==> src/rotd_consts.vh <==
// constants for the oscillator digital trim block
`ifndef ROTD_CONSTS_VH
`define ROTD_CONSTS_VH
`define ROTD_TRIM_ADDR 8'h08
`define ROTD_TRIM_RESET 8'h00
`define ROTD_DIR_BIT 7
`define ROTD_MAG_MSB 6
`define ROTD_PRESC_WIDTH 15
`define ROTD_SEC_PER_MIN 6'h3B
`define ROTD_RATE_1HZ 2'h0
`define ROTD_RATE_4K 2'h1
`define ROTD_RATE_8K 2'h2
`define ROTD_RATE_32K 2'h3
`define ROTD_BIT_1HZ 14
`define ROTD_BIT_4K 2
`define ROTD_BIT_8K 1
`define ROTD_BIT_64HZ 8
`endif

==> src/rotd_tick_sync.v <==
// two-flop synchroniser with rising-edge pulse for the timebase pin
`timescale 1ns/10ps
`default_nettype none
module rotd_tick_sync (
   input wire clk_sys, // system clock
   input wire sys_rst, // synchronous reset, active high
   input wire pin_in, // asynchronous pin
   output reg level_out, // synchronised level
   output reg rise_pulse // one-cycle pulse on rising edge
);
   reg meta;
   reg prev;

   always @(posedge clk_sys) begin
      if (sys_rst) begin
         meta <= 1'b0;
         level_out <= 1'b0;
         prev <= 1'b0;
         rise_pulse <= 1'b0;
      end else begin
         meta <= pin_in;
         level_out <= meta;
         prev <= level_out;
         rise_pulse <= level_out & ~prev;
      end
   end
endmodule // rotd_tick_sync
`default_nettype wire

==> src/rotd_trim.v <==
// oscillator digital trim: register, trimmed prescaler, square-wave output
`timescale 1ns/10ps
`default_nettype none
`include "rotd_consts.vh"
module rotd_trim (
   input wire clk_sys, // system clock, 100 MHz
   input wire sys_rst, // synchronous reset, active high
   input wire timebase_in, // 32.768 kHz timebase pin
   input wire [7:0] reg_addr, // register address
   input wire [7:0] reg_wdata, // register write data
   input wire reg_wr, // register write strobe
   output reg [7:0] reg_rdata, // register read data, one cycle after address
   input wire oscillator_run, // crystal oscillator started
   input wire external_clock_select, // external timebase selected
   input wire coarse_trim_enable, // coarse trim mode
   input wire square_wave_enable, // square wave output enable
   input wire [1:0] square_wave_rate_select, // square wave rate
   input wire on_backup, // running from the backup supply
   output reg seconds_tick, // one-cycle pulse per trimmed second
   output reg multi_function_output, // square wave output level
   output reg [7:0] oscillator_trim // trim register contents
);
   // ----------------------------------------------------------------
   // timebase synchroniser
   // ----------------------------------------------------------------
   wire tb_level;
   wire tb_rise;

   rotd_tick_sync u_sync (
      .clk_sys(clk_sys),
      .sys_rst(sys_rst),
      .pin_in(timebase_in),
      .level_out(tb_level),
      .rise_pulse(tb_rise)
   );

   wire clock_on = oscillator_run | external_clock_select;
   wire tick = tb_rise & clock_on;

   // ----------------------------------------------------------------
   // register port
   // ----------------------------------------------------------------
   // only one register lives here; other addresses read as zero
   // and ignore writes
   wire trim_selected = (reg_addr == `ROTD_TRIM_ADDR);
   wire trim_write = reg_wr & trim_selected;
   reg [7:0] next_rdata;

   always @* begin
      next_rdata = 8'h00;
      if (trim_selected)
         next_rdata = oscillator_trim;
   end

   always @(posedge clk_sys) begin
      if (sys_rst) begin
         oscillator_trim <= `ROTD_TRIM_RESET;
      end else begin
         if (trim_write)
            oscillator_trim <= reg_wdata;
      end
   end

   always @(posedge clk_sys) begin
      if (sys_rst)
         reg_rdata <= 8'h00;
      else
         reg_rdata <= next_rdata;
   end

   wire [6:0] trim_magnitude = oscillator_trim[`ROTD_MAG_MSB:0];
   wire trim_add = oscillator_trim[`ROTD_DIR_BIT];

   // ----------------------------------------------------------------
   // trim schedule
   // ----------------------------------------------------------------
   reg [7:0] coarse_cnt;
   reg [5:0] sec_cnt;
   reg [14:0] presc;
   reg [7:0] pending;
   reg pend_add;

   // ----------------------------------------------------------------
   // per-tick trim action
   // ----------------------------------------------------------------
   // an add step advances the prescaler by two, a subtract step
   // freezes it for that tick; the seconds tick only ever moves
   wire pend_busy = (pending != 8'h00);
   wire trim_add_now = pend_busy & pend_add;
   wire trim_hold_now = pend_busy & ~pend_add;
   wire [15:0] presc_step = trim_add_now ? 16'h0002 : 16'h0001;
   wire [15:0] next_presc_sum = {1'b0, presc} + presc_step;
   wire sec_wrap = tick & ~trim_hold_now & next_presc_sum[15];
   // coarse application every 256 timebase cycles
   wire coarse_event = tick & (coarse_cnt == 8'hFF) & coarse_trim_enable;
   wire minute_event = sec_wrap & (sec_cnt == `ROTD_SEC_PER_MIN) & ~coarse_trim_enable;
   // repeats with no host action; no supply gating
   wire trim_event = coarse_event | minute_event;

   // coarse counter runs on raw ticks: 128 applications per nominal second
   always @(posedge clk_sys) begin
      if (sys_rst)
         coarse_cnt <= 8'h00;
      else if (tick)
         coarse_cnt <= coarse_cnt + 8'h01;
   end

   // seconds counter follows the trimmed prescaler wrap
   always @(posedge clk_sys) begin
      if (sys_rst) begin
         sec_cnt <= 6'h00;
      end else if (sec_wrap) begin
         if (sec_cnt == `ROTD_SEC_PER_MIN)
            sec_cnt <= 6'h00;
         else
            sec_cnt <= sec_cnt + 6'h01;
      end
   end

   // ----------------------------------------------------------------
   // trimmed prescaler
   // ----------------------------------------------------------------
   reg [14:0] next_presc;
   reg [7:0] next_pending;
   reg next_pend_add;

   always @* begin
      next_presc = presc;
      next_pending = pending;
      next_pend_add = pend_add;
      if (trim_event) begin
         // twice the magnitude; zero gives nothing
         next_pending = {trim_magnitude, 1'b0};
         next_pend_add = trim_add;
      end else if (tick && pend_busy) begin
         next_pending = pending - 8'h01;
      end
      // one extra or one skipped count per timebase cycle
      if (tick && !trim_hold_now)
         next_presc = next_presc_sum[14:0];
   end

   always @(posedge clk_sys) begin
      if (sys_rst) begin
         presc <= 15'h0000;
         pending <= 8'h00;
         pend_add <= 1'b0;
         seconds_tick <= 1'b0;
      end else begin
         presc <= next_presc;
         pending <= next_pending;
         pend_add <= next_pend_add;
         seconds_tick <= sec_wrap;
      end
   end

   // ----------------------------------------------------------------
   // square wave output
   // ----------------------------------------------------------------
   reg next_wave;

   always @* begin
      next_wave = 1'b0;
      if (coarse_trim_enable) begin
         // trimmed 64 Hz in coarse mode
         next_wave = presc[`ROTD_BIT_64HZ];
      end else begin
         case (square_wave_rate_select)
            `ROTD_RATE_1HZ: next_wave = presc[`ROTD_BIT_1HZ];
            `ROTD_RATE_4K: next_wave = presc[`ROTD_BIT_4K];
            `ROTD_RATE_8K: next_wave = presc[`ROTD_BIT_8K];
            `ROTD_RATE_32K: next_wave = tb_level;
            default: next_wave = 1'b0;
         endcase
      end
   end

   always @(posedge clk_sys) begin
      if (sys_rst)
         multi_function_output <= 1'b0;
      else
         multi_function_output <= next_wave & square_wave_enable & clock_on & ~on_backup;
   end
endmodule // rotd_trim
`default_nettype wire

==> config.mk <==
export PLATFORM = sky130hd
export DESIGN_NAME = rotd_trim
export DESIGN_NICKNAME = d
export VERILOG_FILES = /design/src/rotd_tick_sync.v /design/src/rotd_trim.v
export VERILOG_INCLUDE_DIRS = /design/src
export SDC_FILE = /design/constraint.sdc
export NUM_CORES = 1
export LEC_CHECK = 0
export ABC_AREA = 1
export BUFFER_PORTS_ARGS = -buffer_cell sky130_fd_sc_hd__buf_2
export CORE_MARGIN = 4
export CORE_UTILIZATION = 60
export DETAILED_ROUTE_END_ITERATION = 10
export GPL_TIMING_DRIVEN = 0
export HOLD_SLACK_MARGIN = 0.06
export PLACE_DENSITY = 0.9
export RECOVER_POWER = 25
export SYNTH_ARGS = -nofsm -noshare
export SYNTH_HDL_FRONTEND = slang
export SYNTH_SLANG_ARGS = --single-unit
==> constraint.sdc <==
create_clock -name clk_sys -period 4 [get_ports clk_sys]
set_input_delay 0.4 -clock clk_sys [delete_from_list [all_inputs] [get_ports clk_sys]]
set_output_delay 0.4 -clock clk_sys [all_outputs]
set_load 0.005 [all_outputs]
# [Yosys cells after proc, flatten, opt, wreduce, memory -nomap -nowiden]
# Cells that the tools add are included.
[word_totals] latchBits=0 ff_bits=60 in_bits=27 wordCells=60 mem_count=0 ramBits=0 mem_bits_ro=0
[classes] order_cmp=0 bitwise_logic=22 add_sub_neg=4 n_div=0 shift=0 reduce_logical=8 eq_ne=6 n_mul=0 n_mux=6
[ops] op="adder 15 x 2 -> 16 bit" n=1
[ops] op="two-way mux 8 bit" n=2
[ops] op="AND 1 bit" n=14
[ops] op="adder 8 x 1 -> 8 bit, second input constant" n=1
[ops] op="== test 8 x 4 -> 1 bit, second input constant" n=1
[ops] op="== test 8 bit, second input constant" n=1
[ops] op="nonzero test 8 bit" n=1
[ops] op="subtractor 8 x 1 -> 8 bit, second input constant" n=1
[ops] op="adder 6 x 1 -> 6 bit, second input constant" n=1
[ops] op="== test 6 bit, second input constant" n=1
[ops] op="two-way mux 6 bit" n=1
[ops] op="inverter 1 bit" n=6
[ops] op="== test 2 bit, second input constant" n=2
[ops] op="case mux 1 bit (4 select lines)" n=1
[ops] op="OR reduction 2 bit" n=2
[ops] op="== test 2 x 1 -> 1 bit, second input constant" n=1
[ops] op="logical AND 1 bit" n=2
[ops] op="zero test 2 bit" n=1
[ops] op="two-way mux 2 bit" n=1
[ops] op="bitwise OR 1 bit" n=2
[ops] op="nonzero test 2 bit" n=1
[ops] op="zero test 1 bit" n=1
[ops] op="two-way mux 1 bit" n=1

# [Depth between registers and ports, before layout]
[logic_depth] depth_word=9 ltp_mapped=16 mapped_depth_nobuf=16

# [Hierarchy]
# From an unflattened synthesis, not the netlist that was laid out.
[unflattened] hier_cells=388 hier_area_um2=2889.0
[modules_own_cells] mod="rotd_trim" seq_area_each_um2=1121.1 area_per_inst_um2=2773.9 n_inst=1 cells_per_inst=376
[modules_own_cells] mod="rotd_tick_sync" seq_area_each_um2=80.1 area_per_inst_um2=115.1 n_inst=1 cells_per_inst=12

# [Least setup slack after synthesis]
# OpenSTA, ideal clock, no wires.
[synth_path] kind="flip-flop to flip-flop" startpoint="register pending[0]" endpoint="register presc[14]" required_time_ps=3929 stages_incl_launch_ff=15 setup_slack_ps=1588 arrival_time_ps=2341 cell_sequence="dfxtp_1 -> inv_1 -> ha_1 -> nand2_2 -> nor2_4 -> nor2_1 -> inv_1 -> ha_1 -> inv_1 -> fa_1 -> nor4_1 -> nor2b_1 -> xor2_1 -> nand2_1 -> a21oi_1"
[synth_between] elab_chain_cells=4 word_cells_on_any_way=7 classes_between="add/sub (1); mux (1); bitwise (2); reduce/logical (3)"
[synth_lines] item="start: declaration" line_no="rotd_trim.v:80" text="reg [7:0] pending;"
[synth_lines] item="start signal: assignment" line_no="rotd_trim.v:151" text="pending <= next_pending;"
[synth_lines] item="nonzero test 8 bit (*)" line_no="rotd_trim.v:88" text="wire pend_busy = (pending != 8'h00);"
[synth_lines] item="AND 1 bit (on tied branches)" line_no="rotd_trim.v:89, rotd_trim.v:90"
[synth_lines] item="two-way mux 2 bit / zero test 1 bit (equally long branches)" line_no="rotd_trim.v:91, rotd_trim.v:139"
[synth_lines] item="adder 15 x 2 -> 16 bit / logical AND 1 bit (equally long branches)" line_no="rotd_trim.v:92, rotd_trim.v:139"
[synth_lines] item="end signal: assignment" line_no="rotd_trim.v:150" text="presc <= next_presc;"
[synth_lines] item="end: declaration" line_no="rotd_trim.v:79" text="reg [14:0] presc;"
# Every way passes the cells marked *; elsewhere a longest branch is shown, timed or not.
# A chain may end at the register's enable or synchronous reset.

# [Worst setup path in the final report]
# Same ends and word-level chain as after synthesis.

==> metrics.log <==
[metrics] routability-driven placement congestion ratio: just under 0.9
[metrics] multi-input gate area in the final layout: approximately 0.0014 mm2
[metrics] static leakage: between 1 and 1.5 nW
[metrics] Core Rows: 24
[metrics] hold_sp: timebase_in
[metrics] detailed-route wire length per cell: about 13 um
[metrics] cells resized by post-CTS repair: 0
[metrics] ranking of synthesized cells by instance count: sky130_fd_sc_hd__nand2_1, sky130_fd_sc_hd__dfxtp_1, sky130_fd_sc_hd__inv_1, sky130_fd_sc_hd__nor2_1, sky130_fd_sc_hd__a21oi_1
[metrics] clock tree from TritonCTS: yes
[metrics] Max Clock Freq: 0.355 GHz
[metrics] CTS H-tree lvls: 3
[metrics] most frequent cell after synthesis: sky130_fd_sc_hd__nand2_1
[metrics] number of global-route vias before repair: 2668
[metrics] largest net degree at the start of global routing: 11
[metrics] post-synthesis average cell area: about 7.4 um2
[metrics] CP endpoint kind: register
[metrics] hold depth: 3
[metrics] CTS Buffer Depth: 2
[metrics] first-pass GRT wire length: approximately 11 mm
[metrics] count of warnings emitted by yosys: 0
[metrics] number of synthesized flops with an enable pin: 0
[metrics] peak ir drop on the vdd network: approximately 350 uV
[metrics] final wirelength: 6.51 mm
[metrics] number of top-level design ports: 45
[metrics] ratio of routed vias to standard cells: 5.47
[metrics] crit start category: register
[metrics] outcome: finished clean
[metrics] total number of nets in the final design: between 400 and 500
[metrics] area delta synth->final: 16.2%
[metrics] Final Instance Count excl. Fillers: about 500
[metrics] highest-delay cell along the critical path: sky130_fd_sc_hd__fa_1
[metrics] combined global-route utilization of all metal layers: a little under a quarter
[metrics] Die Outline Area: 0.00596 mm2
[metrics] Sink Count: 60
[metrics] slew at the pin closest to its max-slew limit: 0.592 ns
[metrics] count of fill cells added during filler insertion: approximately 320
[metrics] RR Startpoint: pending[0]$_SDFFE_PP0P_
[metrics] setup fix buffers added after clock tree synthesis: 0
[metrics] flops & latches, synth: 60
[metrics] number of instances in the synthesized netlist: about 390
[metrics] final cell utilization of the core: between 70% and 80%
[metrics] area of the core: approximately 0.0045 mm2
[metrics] count of different cell masters after synthesis: 39
[metrics] Die H: approximately 77 um
[metrics] antenna viol nets, final: 0
[metrics] Num CTS Buffers: 9
[metrics] cell types with the largest area share after synthesis: sky130_fd_sc_hd__dfxtp_1, sky130_fd_sc_hd__nand2_1, sky130_fd_sc_hd__inv_1
[metrics] minimum clock period: 2.82 ns
[metrics] share of async-settable or async-resettable flops after synthesis: 0%
[metrics] area taken by flip-flops and latches: 0.00120 mm2
[metrics] max-slew violation count: 0
[metrics] root buffer cell: sky130_fd_sc_hd__clkbuf_8
[metrics] terminating pin of the worst hold path: u_sync.meta$_SDFF_PP0_
[metrics] total of endpoints with negative setup slack in the final report: 0
[metrics] Tot Pwr: around 1.2 mW
[metrics] count of cells along the worst register-to-register path: 14
[metrics] proportion of synthesized chip area in sequential cells: between 40% and 50%
[metrics] number of antenna repair diodes: 0
[metrics] Residual DRC: 0
[metrics] number of buffers inserted for hold repair after clock tree synthesis: 0
[metrics] final total negative setup slack: 0 ns
[metrics] global route total overflow: 0
[metrics] most frequent CP cell: sky130_fd_sc_hd__inv_1
[metrics] post-synth top area share: a little over two fifths
[metrics] signal arrival time at the worst endpoint: between 3 and 4 ns
[metrics] Mapped Nets: between 400 and 500
[metrics] I/O Buffers: 43
[metrics] 1st-pass router iterations: 5
[metrics] buffering stage count on the worst path with inverters included: 3
[metrics] series of cell instances along the critical path: inv_1 -> ha_1 -> nand2_2 -> nor2_4 -> nor2_1 -> inv_1 -> ha_1 -> inv_1 -> fa_1 -> nor4_1 -> nor2b_1 -> xor2_1 -> nand2_1 -> a21oi_1
[metrics] biggest fanout along the worst timing path: 4
[metrics] Rel. slew slack: 60.6%
[metrics] Cell Count Post-Placement: 482
[metrics] total power density per cell area: ~350 mW/mm2
[metrics] number of max-capacitance violations reported: 0
[metrics] horizontal die dimension: between 70 and 80 um
[metrics] Fin Clk Skew: 0.00874 ns
[metrics] half-perimeter wire length of the detailed placement result: ~4.7 mm
[metrics] share of the clock period used by the worst path: about 70%
[metrics] hold violation total from the final report: 0
[metrics] DR vias: between 2000 and 3000
[metrics] Starting Density: between 60% and 70%
[metrics] most frequently used flop master after synthesis: sky130_fd_sc_hd__dfxtp_1
[metrics] endpoint of the worst-slack reg-to-reg timing path: presc[14]$_SDFFE_PP0P_
[metrics] worst setup slack for register-to-register paths: between 1 and 1.5 ns
[metrics] area of the mapped netlist: roughly 0.0029 mm2
[metrics] Crit path max-delay family: simple AND/OR/NAND/NOR gates
[metrics] number of DRC markers after the initial detailed-route iteration: roughly 250
[metrics] number of antenna violations at the first check in global routing: 0
[metrics] Crit path required time: 4.27 ns
[metrics] Reg clk slew, reported paths: roughly 0.07 ns
[metrics] Worst-Skew Late Latency: around 0.34 ns
[metrics] worst setup path class: register to register
[metrics] peak per-stage delay on the critical path: 0.41 ns
[metrics] unrepaired setup endpoints after global routing: false
[metrics] path type of the worst min-delay path: input pin to register
[metrics] top cell type by total area after synthesis: sky130_fd_sc_hd__dfxtp_1
[metrics] share of post-route cells with drive strength above 1: approximately 17%
[cell type report]
cell class / count / share of cell area [%]
Inverter: 52 / 5.84
Clock inverter: 4 / 1.46
Sequential cell: 60 / 36.0
Clock buffer: 12 / 4.35
Buffer: 9 / 1.31
Tap cell: 52 / 1.95
Multi-Input combinational cell: 266 / 42.9
Timing Repair Buffer: 43 / 6.18
[routing by layer]
metal	track usage [%]	part of all wire [%]	vias up
met5	0	0	-
met4	12.1	2.3	0
met2	39.8	47	87
met1	26.8	43	1244
li1	-	-	1381
met3	6.09	7.3	14
[through the flow]
stage / worst slack, ns / instance area [um2] / hold slack [ns]
after floorplan: 1.59 / 2870 / 0.373
after global placement: 1.34 / 3150 / 0.379
after detailed placement: 1.25 / 3150 / 0.386
after CTS: 1.22 / 3350 / 0.258
after global routing: 0.990 / 3340 / 0.276
final: 1.18 / 3340 / 0.264
[cells in the final DEF (no fill, tap or decap), types with 2 or more instances in the layout]
master / count
sky130_fd_sc_hd__clkbuf_8: 10
sky130_fd_sc_hd__and2_1: 2
sky130_fd_sc_hd__buf_2: 38
sky130_fd_sc_hd__nand2_1: 61
sky130_fd_sc_hd__nor3_1: 13
sky130_fd_sc_hd__nand4_1: 13
sky130_fd_sc_hd__nor2_4: 2
sky130_fd_sc_hd__o21ai_0: 25
sky130_fd_sc_hd__nand2_2: 4
sky130_fd_sc_hd__nor4_1: 6
sky130_fd_sc_hd__dfxtp_1: 60
sky130_fd_sc_hd__a21oi_2: 2
sky130_fd_sc_hd__o21bai_1: 2
sky130_fd_sc_hd__a21oi_1: 32
sky130_fd_sc_hd__nor3b_1: 2
sky130_fd_sc_hd__xor2_1: 9
sky130_fd_sc_hd__clkbuf_1: 14
sky130_fd_sc_hd__inv_1: 50
sky130_fd_sc_hd__nor2_1: 45
sky130_fd_sc_hd__xnor2_1: 3
sky130_fd_sc_hd__o21ai_1: 2
sky130_fd_sc_hd__ha_1: 5
sky130_fd_sc_hd__nor2_2: 4
sky130_fd_sc_hd__inv_2: 2
sky130_fd_sc_hd__nand3_2: 3
sky130_fd_sc_hd__nand3_1: 19
sky130_fd_sc_hd__clkinv_2: 2
[sequential cells by signal, indices dropped and copies added (netlist names)]
register               cells
u_sync.level_out           1
u_sync.meta                1
pend_add                   1
oscillator_trim            8
multi_function_output      1
sec_cnt                    6
coarse_cnt                 8
u_sync.prev                1
pending                    8
u_sync.rise_pulse          1
reg_rdata                  8
seconds_tick               1
presc                     15
[report_power, final]
| part | switching, mW | internal (mW) | leakage (nW) |
|---|---|---|---|
| Sequential | 0.00160 | 0.600 | 0.484 |
| Clock | 0.231 | 0.304 | 0.100 |
| Combinational | 0.0253 | 0.0167 | 0.741 |
| Total | 0.258 | 0.921 | 1.32 |
[cells by family (layout without fill, tap and decap cells)]
logic type	after synthesis	after routing	synth area share, %
AO/OA/AOI/OAI	67	67	12.5
AND/OR/NAND/NOR	181	181	30.9
adder cells (fa/ha/maj)	6	6	2.87
XOR/XNOR	12	12	3.66
buffers and inverters	61	120	8.32
flip-flops	60	60	41.8
[tightest hold or removal path, cell delays in order]
cell                     delay, ns
sky130_fd_sc_hd__buf_2        0.07
sky130_fd_sc_hd__inv_1        0.03
sky130_fd_sc_hd__nor2_1       0.06
[worst max-delay path by stage]
stage	to	slack, ns	from	depth (start not counted)
floorplan	presc[14]$_SDFFE_PP0P_	1.59	pending[0]$_SDFFE_PP0P_	14
global placement	presc[14]$_SDFFE_PP0P_	1.34	pending[0]$_SDFFE_PP0P_	14
detailed placement	presc[14]$_SDFFE_PP0P_	1.25	pending[0]$_SDFFE_PP0P_	14
CTS	presc[14]$_SDFFE_PP0P_	1.22	pending[0]$_SDFFE_PP0P_	14
global route	presc[14]$_SDFFE_PP0P_	0.99	pending[0]$_SDFFE_PP0P_	14
finish	presc[14]$_SDFFE_PP0P_	1.18	pending[0]$_SDFFE_PP0P_	14
Power figures use the tool's default switching activity.
